===== config.mk =====
export PLATFORM = sky130hd
export DESIGN_NAME = hid_input_config_loader
export DESIGN_NICKNAME = d
export VERILOG_FILES = /design/src/hicl_pkg.sv /design/src/hid_input_config_loader.sv
export VERILOG_INCLUDE_DIRS = /design/src
export SDC_FILE = /design/constraint.sdc
export NUM_CORES = 1
export LEC_CHECK = 0
export ABC_AREA = 1
export BUFFER_PORTS_ARGS = -buffer_cell sky130_fd_sc_hd__buf_4
export CORE_ASPECT_RATIO = 0.75
export CORE_UTILIZATION = 30
export DETAILED_ROUTE_END_ITERATION = 10
export GPL_TIMING_DRIVEN = 1
export PLACE_DENSITY = 0.57
export SLEW_MARGIN = 20
export SYNTH_ARGS = -nofsm -noshare
export SYNTH_HDL_FRONTEND = slang
export SYNTH_SLANG_ARGS = --single-unit
export TNS_END_PERCENT = 1

===== constraint.sdc =====
create_clock -name clk_sys -period 11.6 [get_ports clk_sys]
set_clock_uncertainty 0.2 [all_clocks]
set_input_delay 0.58 -clock clk_sys [delete_from_list [all_inputs] [get_ports clk_sys]]
set_output_delay 0.58 -clock clk_sys [all_outputs]
set_load 0.005 [all_outputs]

===== src/hicl_defs.svh =====
`ifndef HICL_DEFS_SVH
`define HICL_DEFS_SVH

// Number of configuration bytes and where they start in the EEPROM.
`define HICL_CFG_BYTES      3'h5
`define HICL_CFG_LAST_IDX   3'h4
`define HICL_CFG_BASE       8'h00

// Byte addresses of the five configuration bytes.
`define HICL_ADDR_ROLLER    3'h0
`define HICL_ADDR_BTN_MASK  3'h1
`define HICL_ADDR_EXT_MASK  3'h2
`define HICL_ADDR_APP       3'h3
`define HICL_ADDR_RESUME    3'h4

// Field positions inside the roller pin configuration byte.
`define HICL_ROLLER_CNT     1:0
`define HICL_PIN_DIR        3:2
`define HICL_ROLLER_SINK    7:4

// Field positions inside the extended report mask.
`define HICL_EXT_ENABLE     5:0
`define HICL_EXT_IO         7:6

// Field positions inside the application configuration byte.
`define HICL_FUNC_SEL       1:0
`define HICL_DEBOUNCE_SEL   3:2
`define HICL_LED_SINK       7:4

// Field positions inside the remote resume configuration byte.
`define HICL_POLL_SEL       2:0
`define HICL_RESUME_EN      3
`define HICL_RESUME_RSVD    7:4

// Encodings.
`define HICL_FUNC_MOUSE     2'h0
`define HICL_FUNC_RSVD      2'h1
`define HICL_FUNC_JOY       2'h2
`define HICL_FUNC_PAD       2'h3
`define HICL_DIR_BOTH_OUT   2'h0
`define HICL_DIR_FIRST_OUT  2'h1
`define HICL_DIR_INVALID    2'h2
`define HICL_DIR_BOTH_IN    2'h3
`define HICL_POLL_RSVD      3'h7
`define HICL_ROLLERS_ONE    2'h1
`define HICL_ROLLERS_TWO    2'h2
`define HICL_ROLLERS_THREE  2'h3

// Pin masks in extended report order {horiz_in_b, horiz_in_a, vert_in_b, vert_in_a, aux_in_b, aux_in_a}.
`define HICL_PAIR_HORIZ     6'h30
`define HICL_PAIR_VERT      6'h0c
`define HICL_PAIR_AUX       6'h03

// Sink current code limits and endpoint packet size.
`define HICL_ROLLER_SINK_MAX 4'h9
`define HICL_LED_SINK_MAX    4'h8
`define HICL_MAX_PACKET      4'h8

// Timing: one step of debounce and poll intervals, and the clock rate.
`define HICL_STEP_MS        15
`define HICL_CLK_KHZ        200000
`define HICL_RESET_MIN_NS   10

`endif


===== src/hicl_pkg.sv =====
package hicl_pkg;

  // Configuration load sequence; the first item is the state left by reset.
  typedef enum logic [1:0] {
    LD_REQ,
    LD_WAIT,
    LD_OPER
  } hicl_load_t;

  // Pins from the outside world, all active low as buttons.
  typedef struct packed {
    logic       progModeN;
    logic [1:0] progPinN;
    logic [5:0] rollerPinN;
    logic [7:0] buttonPinN;
  } hicl_pins_t;

  // Whole state of the loader in one record.
  typedef struct packed {
    hicl_load_t  ld;
    logic [2:0]  byteIdx;
    logic        ready;
    logic        eeRdReq;
    logic [7:0]  eeRdAddr;
    logic [7:0]  cfgRoller;
    logic [7:0]  cfgBtnMask;
    logic [7:0]  cfgExtMask;
    logic [7:0]  cfgApp;
    logic [7:0]  cfgResume;
    logic [16:0] sync1;
    logic [16:0] sync2;
    logic [31:0] stepCnt;
    logic        stepTick;
    logic [1:0]  debCnt;
    logic [15:0] sample;
    logic [15:0] deb;
    logic [15:0] report;
    logic [2:0]  pollCnt;
    logic [5:0]  motionSnap;
    logic        pollWake;
    logic        remoteWake;
    logic [1:0]  progVal;
    logic [1:0]  progOut;
    logic [1:0]  progOe;
    logic        ledOe;
    logic        serCs;
    logic        serSk;
    logic        serDi;
    logic [3:0]  rollerSink;
    logic [3:0]  ledSink;
    logic        cfgError;
    logic [3:0]  epMax;
  } hicl_state_t;

endpackage


===== src/hid_input_config_loader.sv =====
`timescale 1ns/1ps
`default_nettype none
`include "hicl_defs.svh"

module hid_input_config_loader #(
  // Clock cycles in one 15 ms step at the system clock rate.
  parameter int unsigned STEP_CYCLES = (`HICL_STEP_MS * `HICL_CLK_KHZ)
) (
  // Clock and reset.
  input  wire logic              clk_sys,
  input  wire logic              rst,
  // Raw pins from outside the clock domain.
  input  wire hicl_pkg::hicl_pins_t pinsIn,
  // Internal EEPROM read port.
  output logic                   eeRdReq,
  output logic [7:0]             eeRdAddr,
  input  wire logic [7:0]        eeRdData,
  input  wire logic              eeRdValid,
  // Internal EEPROM serial port used in programming mode.
  output logic                   eeSerCs,
  output logic                   eeSerSk,
  output logic                   eeSerDi,
  input  wire logic              eeSerDo,
  // USB core side.
  input  wire logic              usbBusReset,
  input  wire logic              usbSuspend,
  input  wire logic              setReportStrobe,
  input  wire logic [1:0]        setReportData,
  output logic [3:0]             ep0MaxPacket,
  output logic [3:0]             ep1MaxPacket,
  // Report data and wakeup events.
  output logic [15:0]            reportBits,
  output logic                   cfgReady,
  output logic                   cfgError,
  output logic                   pollWake,
  output logic                   remoteWakeReq,
  // Programmable pins and LED pin, open-collector except the first programmable pin in programming mode.
  output logic [1:0]             progPinOut,
  output logic [1:0]             progPinOe,
  output logic                   ledPinOut,
  output logic                   ledPinOe,
  // Analog trims for the pad drivers.
  output logic [3:0]             rollerSinkCode,
  output logic [3:0]             ledSinkCode
);

  // Every interval here is a whole number of 15 ms steps.
  // One long step counter serves all timers, so the debounce
  // and poll counters need only a few bits each.
  // A short STEP_CYCLES in simulation shrinks all intervals alike.
  // The reset pin width is the driver's duty; nothing here times it.
  // Pins reach the logic one to two cycles after they move.

  // Motion pins belong to the roller counters or the pot timer,
  // so they never appear as buttons in a report.
  // Pairs are used in a fixed order, so a count picks them.
  // Pins used by a roller or potentiometer, in extended report order.
  function automatic logic [5:0] motion_pins(input logic [1:0] func, input logic [1:0] cnt);
    logic [5:0] m;
    m = 6'h00;
    if (func == `HICL_FUNC_JOY) begin
      m = `HICL_PAIR_HORIZ;
    end else if (func == `HICL_FUNC_MOUSE) begin
      if (cnt >= `HICL_ROLLERS_ONE) begin
        m = m | `HICL_PAIR_HORIZ;
      end
      if (cnt >= `HICL_ROLLERS_TWO) begin
        m = m | `HICL_PAIR_VERT;
      end
      if (cnt == `HICL_ROLLERS_THREE) begin
        m = m | `HICL_PAIR_AUX;
      end
    end
    return m;
  endfunction

  // Which of the two programmable pins act as inputs; bit 1 is the second pin.
  // An invalid direction code is also raised on cfgError.
  function automatic logic [1:0] prog_inputs(input logic [1:0] dir);
    logic [1:0] m;
    m = 2'h3;
    case (dir)
      `HICL_DIR_BOTH_OUT:  m = 2'h0;
      `HICL_DIR_FIRST_OUT: m = 2'h2;
      `HICL_DIR_BOTH_IN:   m = 2'h3;
      default:             m = 2'h3; // Invalid code parks both pins as inputs, the safe side.
    endcase
    return m;
  endfunction

  // All state lives in one record; the comb process builds the
  // next copy and the clocked process registers it.
  // Outputs therefore come straight from flip-flops.
  hicl_pkg::hicl_state_t st_r;       // Registered state.
  hicl_pkg::hicl_state_t st_nxt;     // Next state.

  logic [1:0]  funcSel;              // Function select field.
  logic [1:0]  rollerCnt;            // Roller pair count field.
  logic [1:0]  pinDir;               // Programmable pin direction field.
  logic [1:0]  debSel;               // Debounce select field.
  logic [2:0]  pollSel;              // Wakeup poll interval field.
  logic        resumeEn;             // Remote resume enable bit.
  logic [5:0]  motionMask;           // Pins owned by rollers or pots.
  logic [1:0]  progInMask;           // Programmable pins used as inputs.
  logic [15:0] pressed;              // Debounced inputs, active high.
  logic [5:0]  motionNow;            // Current level of motion pins.
  logic [7:0]  maskPlusOne;          // Helper for the contiguity check.
  logic        progMode;             // Programming mode, synchronised.

  // Next-state logic for the whole block.
  always_comb begin
    st_nxt      = st_r;
    funcSel     = st_r.cfgApp[`HICL_FUNC_SEL];
    rollerCnt   = st_r.cfgRoller[`HICL_ROLLER_CNT];
    pinDir      = st_r.cfgRoller[`HICL_PIN_DIR];
    debSel      = st_r.cfgApp[`HICL_DEBOUNCE_SEL];
    pollSel     = st_r.cfgResume[`HICL_POLL_SEL];
    resumeEn    = st_r.cfgResume[`HICL_RESUME_EN];
    motionMask  = motion_pins(funcSel, rollerCnt);
    progInMask  = prog_inputs(pinDir);
    pressed     = st_r.deb;
    motionNow   = st_r.sync2[13:8] & motionMask;
    maskPlusOne = st_r.cfgBtnMask + 8'h01;
    progMode    = ~st_r.sync2[16];

    // Two-stage synchroniser for every pin; only sync2 feeds logic.
    st_nxt.sync1 = pinsIn;
    st_nxt.sync2 = st_r.sync1;

    // Pulses default low each cycle.
    st_nxt.eeRdReq    = 1'b0;
    st_nxt.stepTick   = 1'b0;
    st_nxt.pollWake   = 1'b0;
    st_nxt.remoteWake = 1'b0;

    // Configuration load: one EEPROM read per byte, five in total.
    // Data is taken only with its valid strobe, one request at a time.
    // The bus may carry anything between answers.
    case (st_r.ld)
      hicl_pkg::LD_REQ: begin
        st_nxt.eeRdReq  = 1'b1;
        st_nxt.eeRdAddr = `HICL_CFG_BASE + {5'h00, st_r.byteIdx};
        st_nxt.ld       = hicl_pkg::LD_WAIT;
      end
      hicl_pkg::LD_WAIT: begin
        if (eeRdValid) begin
          case (st_r.byteIdx)
            `HICL_ADDR_ROLLER:   st_nxt.cfgRoller  = eeRdData;
            `HICL_ADDR_BTN_MASK: st_nxt.cfgBtnMask = eeRdData;
            `HICL_ADDR_EXT_MASK: st_nxt.cfgExtMask = eeRdData;
            `HICL_ADDR_APP:      st_nxt.cfgApp     = eeRdData;
            default:             st_nxt.cfgResume  = eeRdData;
          endcase
          if (st_r.byteIdx == `HICL_CFG_LAST_IDX) begin
            st_nxt.ld    = hicl_pkg::LD_OPER;
            st_nxt.ready = 1'b1;
          end else begin
            st_nxt.byteIdx = st_r.byteIdx + 3'h1;
            st_nxt.ld      = hicl_pkg::LD_REQ;
          end
        end
      end
      hicl_pkg::LD_OPER: begin
        st_nxt.ld = hicl_pkg::LD_OPER; // Operational until the next reset.
      end
      default: begin
        st_nxt.ld = hicl_pkg::LD_REQ;
      end
    endcase

    // A bus reset restarts the load from the first byte, wherever it was.
    if (usbBusReset) begin
      // A request due on this edge would carry the old index,
      // so it is dropped and reissued from the first byte.
      st_nxt.eeRdReq = 1'b0;
      st_nxt.ld      = hicl_pkg::LD_REQ;
      st_nxt.byteIdx = 3'h0;
      st_nxt.ready   = 1'b0;
    end

    // Free-running 15 ms step shared by debounce and poll timers.
    // It runs whether loaded or not, so the first interval after
    // a load may be short by up to one step.
    if (st_r.stepCnt == 32'(STEP_CYCLES - 1)) begin
      st_nxt.stepCnt  = 32'h0000_0000;
      st_nxt.stepTick = 1'b1;
    end else begin
      st_nxt.stepCnt = st_r.stepCnt + 32'h0000_0001;
    end

    // Debounce: sample every (code+1) steps and accept a level seen twice running.
    // This costs one extra interval of latency but needs no per-pin counters.
    // A bounce shorter than one interval is never seen twice.
    if (st_r.stepTick) begin
      if (st_r.debCnt == debSel) begin
        st_nxt.debCnt = 2'h0;
        st_nxt.sample = ~st_r.sync2[15:0];
        st_nxt.deb    = (~st_r.sync2[15:0] & ~(~st_r.sync2[15:0] ^ st_r.sample))
                      | (st_r.deb & (~st_r.sync2[15:0] ^ st_r.sample));
      end else begin
        st_nxt.debCnt = st_r.debCnt + 2'h1;
      end
    end

    // Report bits: buttons, freed roller pins and input-configured output pins.
    // Reports stay zero in programming mode, where the first
    // button pins carry the serial port instead.
    if (st_r.ready && !progMode) begin
      st_nxt.report[7:0]   = pressed[7:0] & st_r.cfgBtnMask;
      st_nxt.report[13:8]  = pressed[13:8] & st_r.cfgExtMask[`HICL_EXT_ENABLE] & ~motionMask;
      st_nxt.report[15:14] = pressed[15:14] & st_r.cfgExtMask[`HICL_EXT_IO] & progInMask;
    end else begin
      st_nxt.report = 16'h0000;
    end

    // Configuration sanity: bad patterns are flagged but still applied.
    // A faulty byte then shows on the pins instead of being hidden.
    st_nxt.cfgError = st_r.ready &&
                      (((st_r.cfgBtnMask & maskPlusOne) != 8'h00) ||
                       (pinDir == `HICL_DIR_INVALID) ||
                       (funcSel == `HICL_FUNC_RSVD) ||
                       (pollSel == `HICL_POLL_RSVD) ||
                       (st_r.cfgResume[`HICL_RESUME_RSVD] != 4'h0));

    // Host set-report writes the values for the output pins.
    // Values sent before the load completes are dropped, since
    // the direction of the pins is not yet known.
    if (setReportStrobe && st_r.ready) begin
      st_nxt.progVal = setReportData;
    end

    // Open-collector outside programming mode: enable pulls low for a 0, release for a 1.
    if (progMode) begin
      // Serial port for the EEPROM: first three buttons in, first output pin carries data out.
      st_nxt.serCs      = ~st_r.sync2[0];
      st_nxt.serSk      = ~st_r.sync2[1];
      st_nxt.serDi      = ~st_r.sync2[2];
      st_nxt.progOut    = {1'b0, eeSerDo};
      st_nxt.progOe     = 2'h1;
    end else begin
      st_nxt.serCs   = 1'b0;
      st_nxt.serSk   = 1'b0;
      st_nxt.serDi   = 1'b0;
      st_nxt.progOut = 2'h0;
      st_nxt.progOe  = st_r.ready ? (~progInMask & ~st_r.progVal) : 2'h0;
    end

    // Button 8 pin turns the roller LEDs off while suspended when not a button.
    st_nxt.ledOe = st_r.ready && !st_r.cfgBtnMask[7] && usbSuspend;

    // Pad trims, clamped to the highest defined codes.
    // Clamping rather than wrapping means an oversized code
    // gives the largest current, never the smallest.
    st_nxt.rollerSink = (st_r.cfgRoller[`HICL_ROLLER_SINK] > `HICL_ROLLER_SINK_MAX) ?
                        `HICL_ROLLER_SINK_MAX : st_r.cfgRoller[`HICL_ROLLER_SINK];
    st_nxt.ledSink    = (st_r.cfgApp[`HICL_LED_SINK] > `HICL_LED_SINK_MAX) ?
                        `HICL_LED_SINK_MAX : st_r.cfgApp[`HICL_LED_SINK];

    // Suspend polling: wake briefly every (code+1) steps and compare motion pins.
    // The snapshot follows the pins while not polling, so only
    // movement during suspend can raise a wakeup.
    // Polls land only on a step tick, so each pulse is one cycle.
    // The reserved code keeps polling off altogether.
    if (st_r.ready && usbSuspend && resumeEn && (pollSel != `HICL_POLL_RSVD)) begin
      if (st_r.stepTick) begin
        if (st_r.pollCnt == pollSel) begin
          st_nxt.pollCnt    = 3'h0;
          st_nxt.pollWake   = 1'b1;
          st_nxt.remoteWake = (motionNow != st_r.motionSnap);
          st_nxt.motionSnap = motionNow;
        end else begin
          st_nxt.pollCnt = st_r.pollCnt + 3'h1;
        end
      end
    end else begin
      st_nxt.pollCnt    = 3'h0;
      st_nxt.motionSnap = motionNow; // Baseline is the level at suspend entry.
    end

    // Both endpoints carry at most eight bytes per packet.
    st_nxt.epMax = `HICL_MAX_PACKET;
  end

  // Single clocked process on the one system clock.
  // Synchronisers reset to ones, the released level of every pin,
  // so no false press follows reset.
  always_ff @(posedge clk_sys or posedge rst) begin
    if (rst) begin
      st_r       <= '0;
      st_r.sync1 <= 17'h1ffff;
      st_r.sync2 <= 17'h1ffff;
      st_r.epMax <= `HICL_MAX_PACKET;
    end else begin
      st_r <= st_nxt;
    end
  end

  // Outputs straight from the state record.
  // The lamp pin only ever pulls low; its data bit stays zero.
  assign eeRdReq        = st_r.eeRdReq;
  assign eeRdAddr       = st_r.eeRdAddr;
  assign eeSerCs        = st_r.serCs;
  assign eeSerSk        = st_r.serSk;
  assign eeSerDi        = st_r.serDi;
  assign ep0MaxPacket   = st_r.epMax;
  assign ep1MaxPacket   = st_r.epMax;
  assign reportBits     = st_r.report;
  assign cfgReady       = st_r.ready;
  assign cfgError       = st_r.cfgError;
  assign pollWake       = st_r.pollWake;
  assign remoteWakeReq  = st_r.remoteWake;
  assign progPinOut     = st_r.progOut;
  assign progPinOe      = st_r.progOe;
  assign ledPinOut      = st_r.progOut[1];
  assign ledPinOe       = st_r.ledOe;
  assign rollerSinkCode = st_r.rollerSink;
  assign ledSinkCode    = st_r.ledSink;

endmodule
`default_nettype wire


==> key figures, run 1 <==
STA
  • Setup-failing EPs final: 0
  • Final Max Tran Viols: 0
  • Worst hold margin: 0.04611 ns
  • Fin crit share: 18.00%
  • FMAX: 0.4789 GHz
  • Setup TNS: 0 ns
  • Hold Vio Cnt, Final: 0
  • Relative slew margins: 39.99%
  • Worst-margin pin slew: 0.9002 ns
  • RSZ-0062 raised after global routing: no
  • Crit path time final: 2.088 ns

Synth
  • Synthesized instance count: 922
  • Seq cells post-synth: 196
  • Synth warn: 0
  • Seq/Total Area, Yosys: 58.48%
  • Post-synth ARST share: 100.0%
  • Mapped Area: 8459 sq um
  • Number of synthesized flops with an enable pin: 0
  • Most used flip-flop cell after synthesis: dfrtp_1
  • Mapped Avg Cell Area: 9.175 sq um
  • Post-synthesis cell type count: 38

Global routing
  • Met3 GRT Util: 3.377%
  • Largest net degree at the start of global routing: 125
  • Initial antenna violation count: 0
  • Grt met1 use: 21.49%
  • Grt ovf: 0
  • Vias in the first global route: 5713
  • Busiest layer in global routing: met1
  • Global routing met2 resource utilization: 19.22%
  • First-pass GRT wire length: 30.91 mm
  • GRT Util Overall: 14.04%

Cells and area
  • Final std cells w/o fill: 1331
  • Diode count: 0
  • Area Growth Syn to Fin: 14.10%
  • Filler Cell Count: 2794
  • Multi-input logic area: 2761 sq um
  • Most common cell after layout, fill and taps aside: nand2_1
  • Final net count: 1008
  • Ratio of cells with drive above 1 in the final layout: 17.14%
  • Final instance area: 9652 sq um
  • Most frequent cells in the layout: 202 x nand2_1, 162 x dfrtp_1, 109 x nor2_1, 96 x inv_1, 74 x buf_4
  • Seq. cell area: 4947 sq um

Clocking
  • H-tree Lvls: 4
  • Root buffer cell: clkbuf_16
  • Sink Count: 196
  • PostCTS Resize Cnt: 0
  • Clock Pin Slew Worst Setup and Hold Paths: 0.07 ns
  • Post-CTS Setup Inserts: 0
  • CTS tree: yes
  • CTS Buf Count: 17
  • Clk Latency, worst-skew pair: 0.44 ns
  • Cts hold-fix bufs: 0
  • Clk buf depth: 2

Drt
  • Antenna viol nets, final: 0
  • DRT Pass-1 Iters: 5
  • Vias/cell: 4.397
  • Vias: 5853
  • Routed length per instance: 14.13 um
  • Post-Route WL: 18.80 mm
  • Iteration-0 DRC Markers: 470
  • Remaining DRCs: 0

Die
  • Row count: 52
  • I/O pins: 88
  • Initial Utilization: 30.96%
  • Core area: 27330 sq um
  • Chip width: 195.9 um
  • Die ar.: 28880 sq um
  • Die Y: 147.4 um

Critical path
  • CP max stage delay: 0.54 ns
  • Crit path DAT: 2.18 ns
  • Crit-path slowest cell: nor2_2
  • Worst Path Required: 11.69 ns
  • Setup CP Type: flip-flop to flip-flop
  • Crit end category: flip-flop
  • Worst setup SP type: flip-flop
  • CP Cell Sequence: ha_1 -> nand3_2 -> inv_2 -> nand4_1 -> nor2_2 -> nor2_1
  • CP max FO: 13

Place
  • Quantity of I/O buffers inserted on ports: 72
  • Detail Placement HPWL: 13.59 mm
  • Placed insts: 1299
  • GP Congestion: 0.8638
  • Dpl cell area: 9090 sq um

Power and ir drop
  • Max VDD drop: 0.1165 mV
  • Leak: 0.004583 uW
  • Total power: 1469 uW
  • Pwr dens: 152.2 nW/um^2

Status
  • Outcome: finished, final reports clean

Flow run
  • Number of max-cap violations: 0

Hold path
  • Hold Crit Class: primary input to flip-flop
==> state kept, by name, summed over array words and instances (netlist names), 2 cells and up, named ones only <==
name            cells
st_r              112
st_nxt             17
reportBits         16
ledSinkCode         4
rollerSinkCode      4
eeRdAddr            3
pollSel             3
debSel              2
funcSel             2
pinDir              2
progPinOe           2
rollerCnt           2
==> per-layer routing <==
metal	routed length, um	up-vias
li1	-	2941
met1	10030	2775
met2	7540	123
met3	1004	14
met4	229	0
met5	0	-
==> cell usage after synthesis (4+ instances only) <==
cell / n / area (sq um)
a21oi_1: 28 / 140.1
buf_2: 8 / 40.04
buf_4: 46 / 345.3
clkbuf_1: 5 / 18.77
dfrtp_1: 162 / 4054
dfstp_2: 34 / 893.4
ha_1: 7 / 87.58
inv_1: 97 / 364.1
inv_2: 4 / 15.01
nand2_1: 202 / 758.2
nand3_1: 35 / 175.2
nand4_1: 16 / 100.1
nor2_1: 109 / 409.1
nor2_2: 10 / 62.56
nor3_1: 14 / 70.07
nor3_2: 4 / 40.04
o21ai_0: 51 / 255.2
o21ai_1: 23 / 115.1
o22ai_1: 4 / 25.02
or2_1: 14 / 87.58
xnor2_1: 8 / 70.07
xor2_1: 12 / 105.1
==> cell families (layout without fill, tap and decap cells) <==
logic type,count (synthesis),after routing,synth area share (%)
buffers and inverters,162,207,9.451
AO/OA/AOI/OAI,110,110,6.685
adder cells (fa/ha/maj),7,7,1.035
flip-flops,196,196,58.48
multiplexers,2,2,0.2662
AND/OR/NAND/NOR,423,423,21.92
other,2,15,0.08878
XOR/XNOR,20,20,2.071
==> metrics by stage <==
stage	setup slack (ns)	util, %
detailed placement	9.047	33.26
finish	9.512	35.32
global placement	9.058	33.26
floorplan	5.536	-
global route	9.246	35.32
CTS	9.502	35.32
==> path summary, 6_finish.rpt <==
path	from	endpoint	slack, ns	depth (start not counted)
max in group asynchronous	rst	st_r[29]	9.58	3
min in group asynchronous	rst	st_r[72]	0.11	2
setup reg to reg	st_r[85]	st_r[103]	9.51	6
hold / removal	pinsIn[3]	st_nxt[120]	0.05	1
hold reg to reg	st_nxt[122]	st_r[122]	0.16	0
setup / recovery	st_r[85]	st_r[103]	9.51	6
==> report_power, final <==
group / switching, uW / internal (uW)
Clock: 255 / 313
Sequential: 47.2 / 741
Combinational: 64.5 / 48.2
Total: 367 / 1100
==> area by class of cell <==
class,count,share of cell area (%)
inverter,101,4.006
tap,351,4.550
multi-input combinational,577,28.61
timing repair buffer,74,5.756
clock inverter,8,0.8297
sequential,196,51.26
clock buffer,24,4.991
==> critical path: cells and delay by family (launching register included) <==
kind / cells / cell delay (ns)
and+or+nand+nor: 4 / 0.96
DFF: 1 / 0.41
adders and majority gates: 1 / 0.25
buffers and inverters: 1 / 0.11
Power figures use the tool's default switching activity.
==> run 2, diff against run 1 <==
clock period = 2.2 ns   (was 11.6 ns; I/O delays follow)
==> key figures, run 2 (synthesis results as in run 1) <==
Clocking
  • CTS tree: yes
  • Post-CTS Setup Inserts: 0 (unchanged)
  • CTS Buf Count: 17 (unchanged)
  • Clk Latency, worst-skew pair: 0.44 ns (about the same)
  • Sink Count: 196 (unchanged)
  • Clk buf depth: 2 (unchanged)
  • H-tree Lvls: 4 (unchanged)
  • Root buffer cell: clkbuf_16
  • Clock Pin Slew Worst Setup and Hold Paths: 0.08 ns (about the same)

Drt
  • Iteration-0 DRC Markers: 439 (-6.6%)
  • Antenna viol nets, final: 0 (unchanged)
  • Remaining DRCs: 0 (unchanged)
  • DRT Pass-1 Iters: 4 (-1)
  • Vias/cell: 4.447 (+1.1%)
  • Vias: 6132 (+4.8%)
  • Post-Route WL: 19.64 mm (+4.5%)
  • Routed length per instance: 14.24 um (+0.82%)

Cells and area
  • Biggest register: st_r
  • Most frequent cells in the layout: 202 x nand2_1, 162 x dfrtp_1, 109 x nor2_1, 96 x inv_1, 82 x buf_4
  • Most common cell after layout, fill and taps aside: nand2_1
  • Ratio of cells with drive above 1 in the final layout: 18.00% (+0.85 points)
  • Seq. cell area: 4947 sq um (unchanged)
  • Filler Cell Count: 2716 (-2.8%)
  • Post-route core utilization: 37.26% (+1.9 points)
  • Diode count: 0 (unchanged)
  • Multi-input logic area: 2761 sq um (unchanged)
  • Final net count: 1056 (+4.8%)
  • Largest register FFs: 112 (unchanged)
  • Area Growth Syn to Fin: 20.35%

Critical path
  • Crit path DAT: 2.03 ns (-0.15 ns)
  • Crit path max-delay family: simple AND/OR/NAND/NOR gates
  • CP Cell Sequence: ha_1 -> nand3_2 -> inv_2 -> nand4_1 -> nor2_2 -> buf_4 -> nor2_1
  • Worst Path Required: 2.32 ns (-9.37 ns)
  • Crit end category: flip-flop
  • CP max FO: 9 (-4)
  • Buf/Inv on CP: 2 (+1)
  • Worst setup SP type: flip-flop
  • Setup crit start: st_r[85]
  • Setup CP Type: flip-flop to flip-flop
  • CP max stage delay: 0.42 ns (-0.12 ns)
  • Crit-path slowest cell: dfrtp_1
  • FF-to-FF Start: st_r[85]

Global routing
  • Initial antenna violation count: 0 (unchanged)
  • Grt ovf: 0 (unchanged)
  • Largest net degree at the start of global routing: 65 (-48%)
  • First-pass GRT wire length: 31.80 mm (+2.9%)
  • GRT Util Overall: 14.41% (+0.37 points)
  • Vias in the first global route: 5779 (+1.2%)

STA
  • FMAX: 0.5240 GHz (+9.4%)
  • Final Max Tran Viols: 0 (unchanged)
  • Hold Vio Cnt, Final: 0 (unchanged)
  • Setup-failing EPs final: 0 (unchanged)
  • Worst-margin pin slew: 0.6300 ns (-0.2702 ns)
  • Relative slew margins: 57.96% (+18 points)
  • Crit path time final: 1.909 ns (-0.1795 ns)
  • Fin crit share: 86.75% (+69 points)
  • RSZ-0062 raised after global routing: no

Die
  • Chip width: 195.9 um (unchanged)
  • Die Y: 147.4 um (unchanged)
  • Die ar.: 28880 sq um (unchanged)
  • Row count: 52 (unchanged)
  • Initial Utilization: 30.96% (unchanged)
  • I/O pins: 88 (unchanged)
  • Core area: 27330 sq um (unchanged)

Power and ir drop
  • Total power: 7872 uW (+440%)
  • Leak: 0.004831 uW (+5.4%)
  • Max VDD drop: 0.6248 mV (+440%)
  • Pwr dens: 773.2 nW/um^2 (+410%)

Place
  • Quantity of I/O buffers inserted on ports: 72 (unchanged)
  • GP Congestion: 0.9028 (+4.5%)
  • Detail Placement HPWL: 14.43 mm (+6.2%)

Status
  • Outcome: finished, final reports clean

Flow run
  • Number of max-cap violations: 0 (unchanged)

Hold path
  • Hold Crit Class: primary input to asynchronous set/reset pin
[run 2: layout make-up]
type	instances	share of cell area (%)
flip-flops and latches	196	48.59
multi-input cells	577	27.12
repair buffers	122	10.47
well taps	351	4.314
clock buffers	17	4.178
inverters	101	3.761
clock inverters	15	1.561
[run 2: final timing paths]
check | endpoint | depth (start not counted) | slack [ns]
worst max-delay path | st_r[103] | 7 | 0.29
worst min-delay path | st_r[96] | 3 | 0.11
worst max register to register | st_r[103] | 7 | 0.29
worst min register to register | st_r[120] | 0 | 0.15
max in group asynchronous | st_nxt[118] | 4 | 0.91
min in group clk_sys | st_nxt[128] | 2 | 0.12
[run 2: layer usage]
layer / track usage, % / routed length (um) / vias up
met3: 3.012 / 892 / 13
met2: 19.06 / 7832 / 143
met1: 22.93 / 10680 / 2924
met5: 0 / 0 / -
met4: 4.531 / 235 / 0
li1: - / - / 3052
[run 2: power breakdown]
part | leakage [uW] | total (uW) | switching, uW | internal (uW)
clock network | 0.000280 | 3070 | 1550 | 1520
logic | 0.00206 | 676 | 361 | 315
registers | 0.00249 | 4130 | 225 | 3900
[run 2: timing repair]
action / 4_1_cts / 5_1_grt
endpoints found under the hold margin: 187 / 0
gates resized for setup: 0 / 0
hold buffers: 35 / 0
[run 2: per-stage QoR]
| step | area, sq um | hold WS [ns] | instances | setup WS (ns) | setup TNS [ns] |
|---|---|---|---|---|---|
| floorplan | 8512 | -0.08552 | 935 | -0.6146 | -99.57 |
| global placement | 9246 | 0.01815 | 1312 | 0.3754 | 0 |
| detailed placement | 9246 | 0.01948 | 1312 | 0.3004 | 0 |
| CTS | 10180 | 0.09025 | 1379 | 0.2989 | 0 |
| global route | 10180 | 0.09771 | 1379 | 0.1515 | 0 |
| finish | 10180 | 0.1128 | 1379 | 0.2915 | 0 |
[run 2: worst register-to-register path: cells and delay by family, from the launching register on]
family	cells	cell delay, ns
AND/OR/NAND/NOR	4	0.60
buffers and inverters	2	0.32
adder cells (fa/ha/maj)	1	0.26
flip-flops	1	0.42
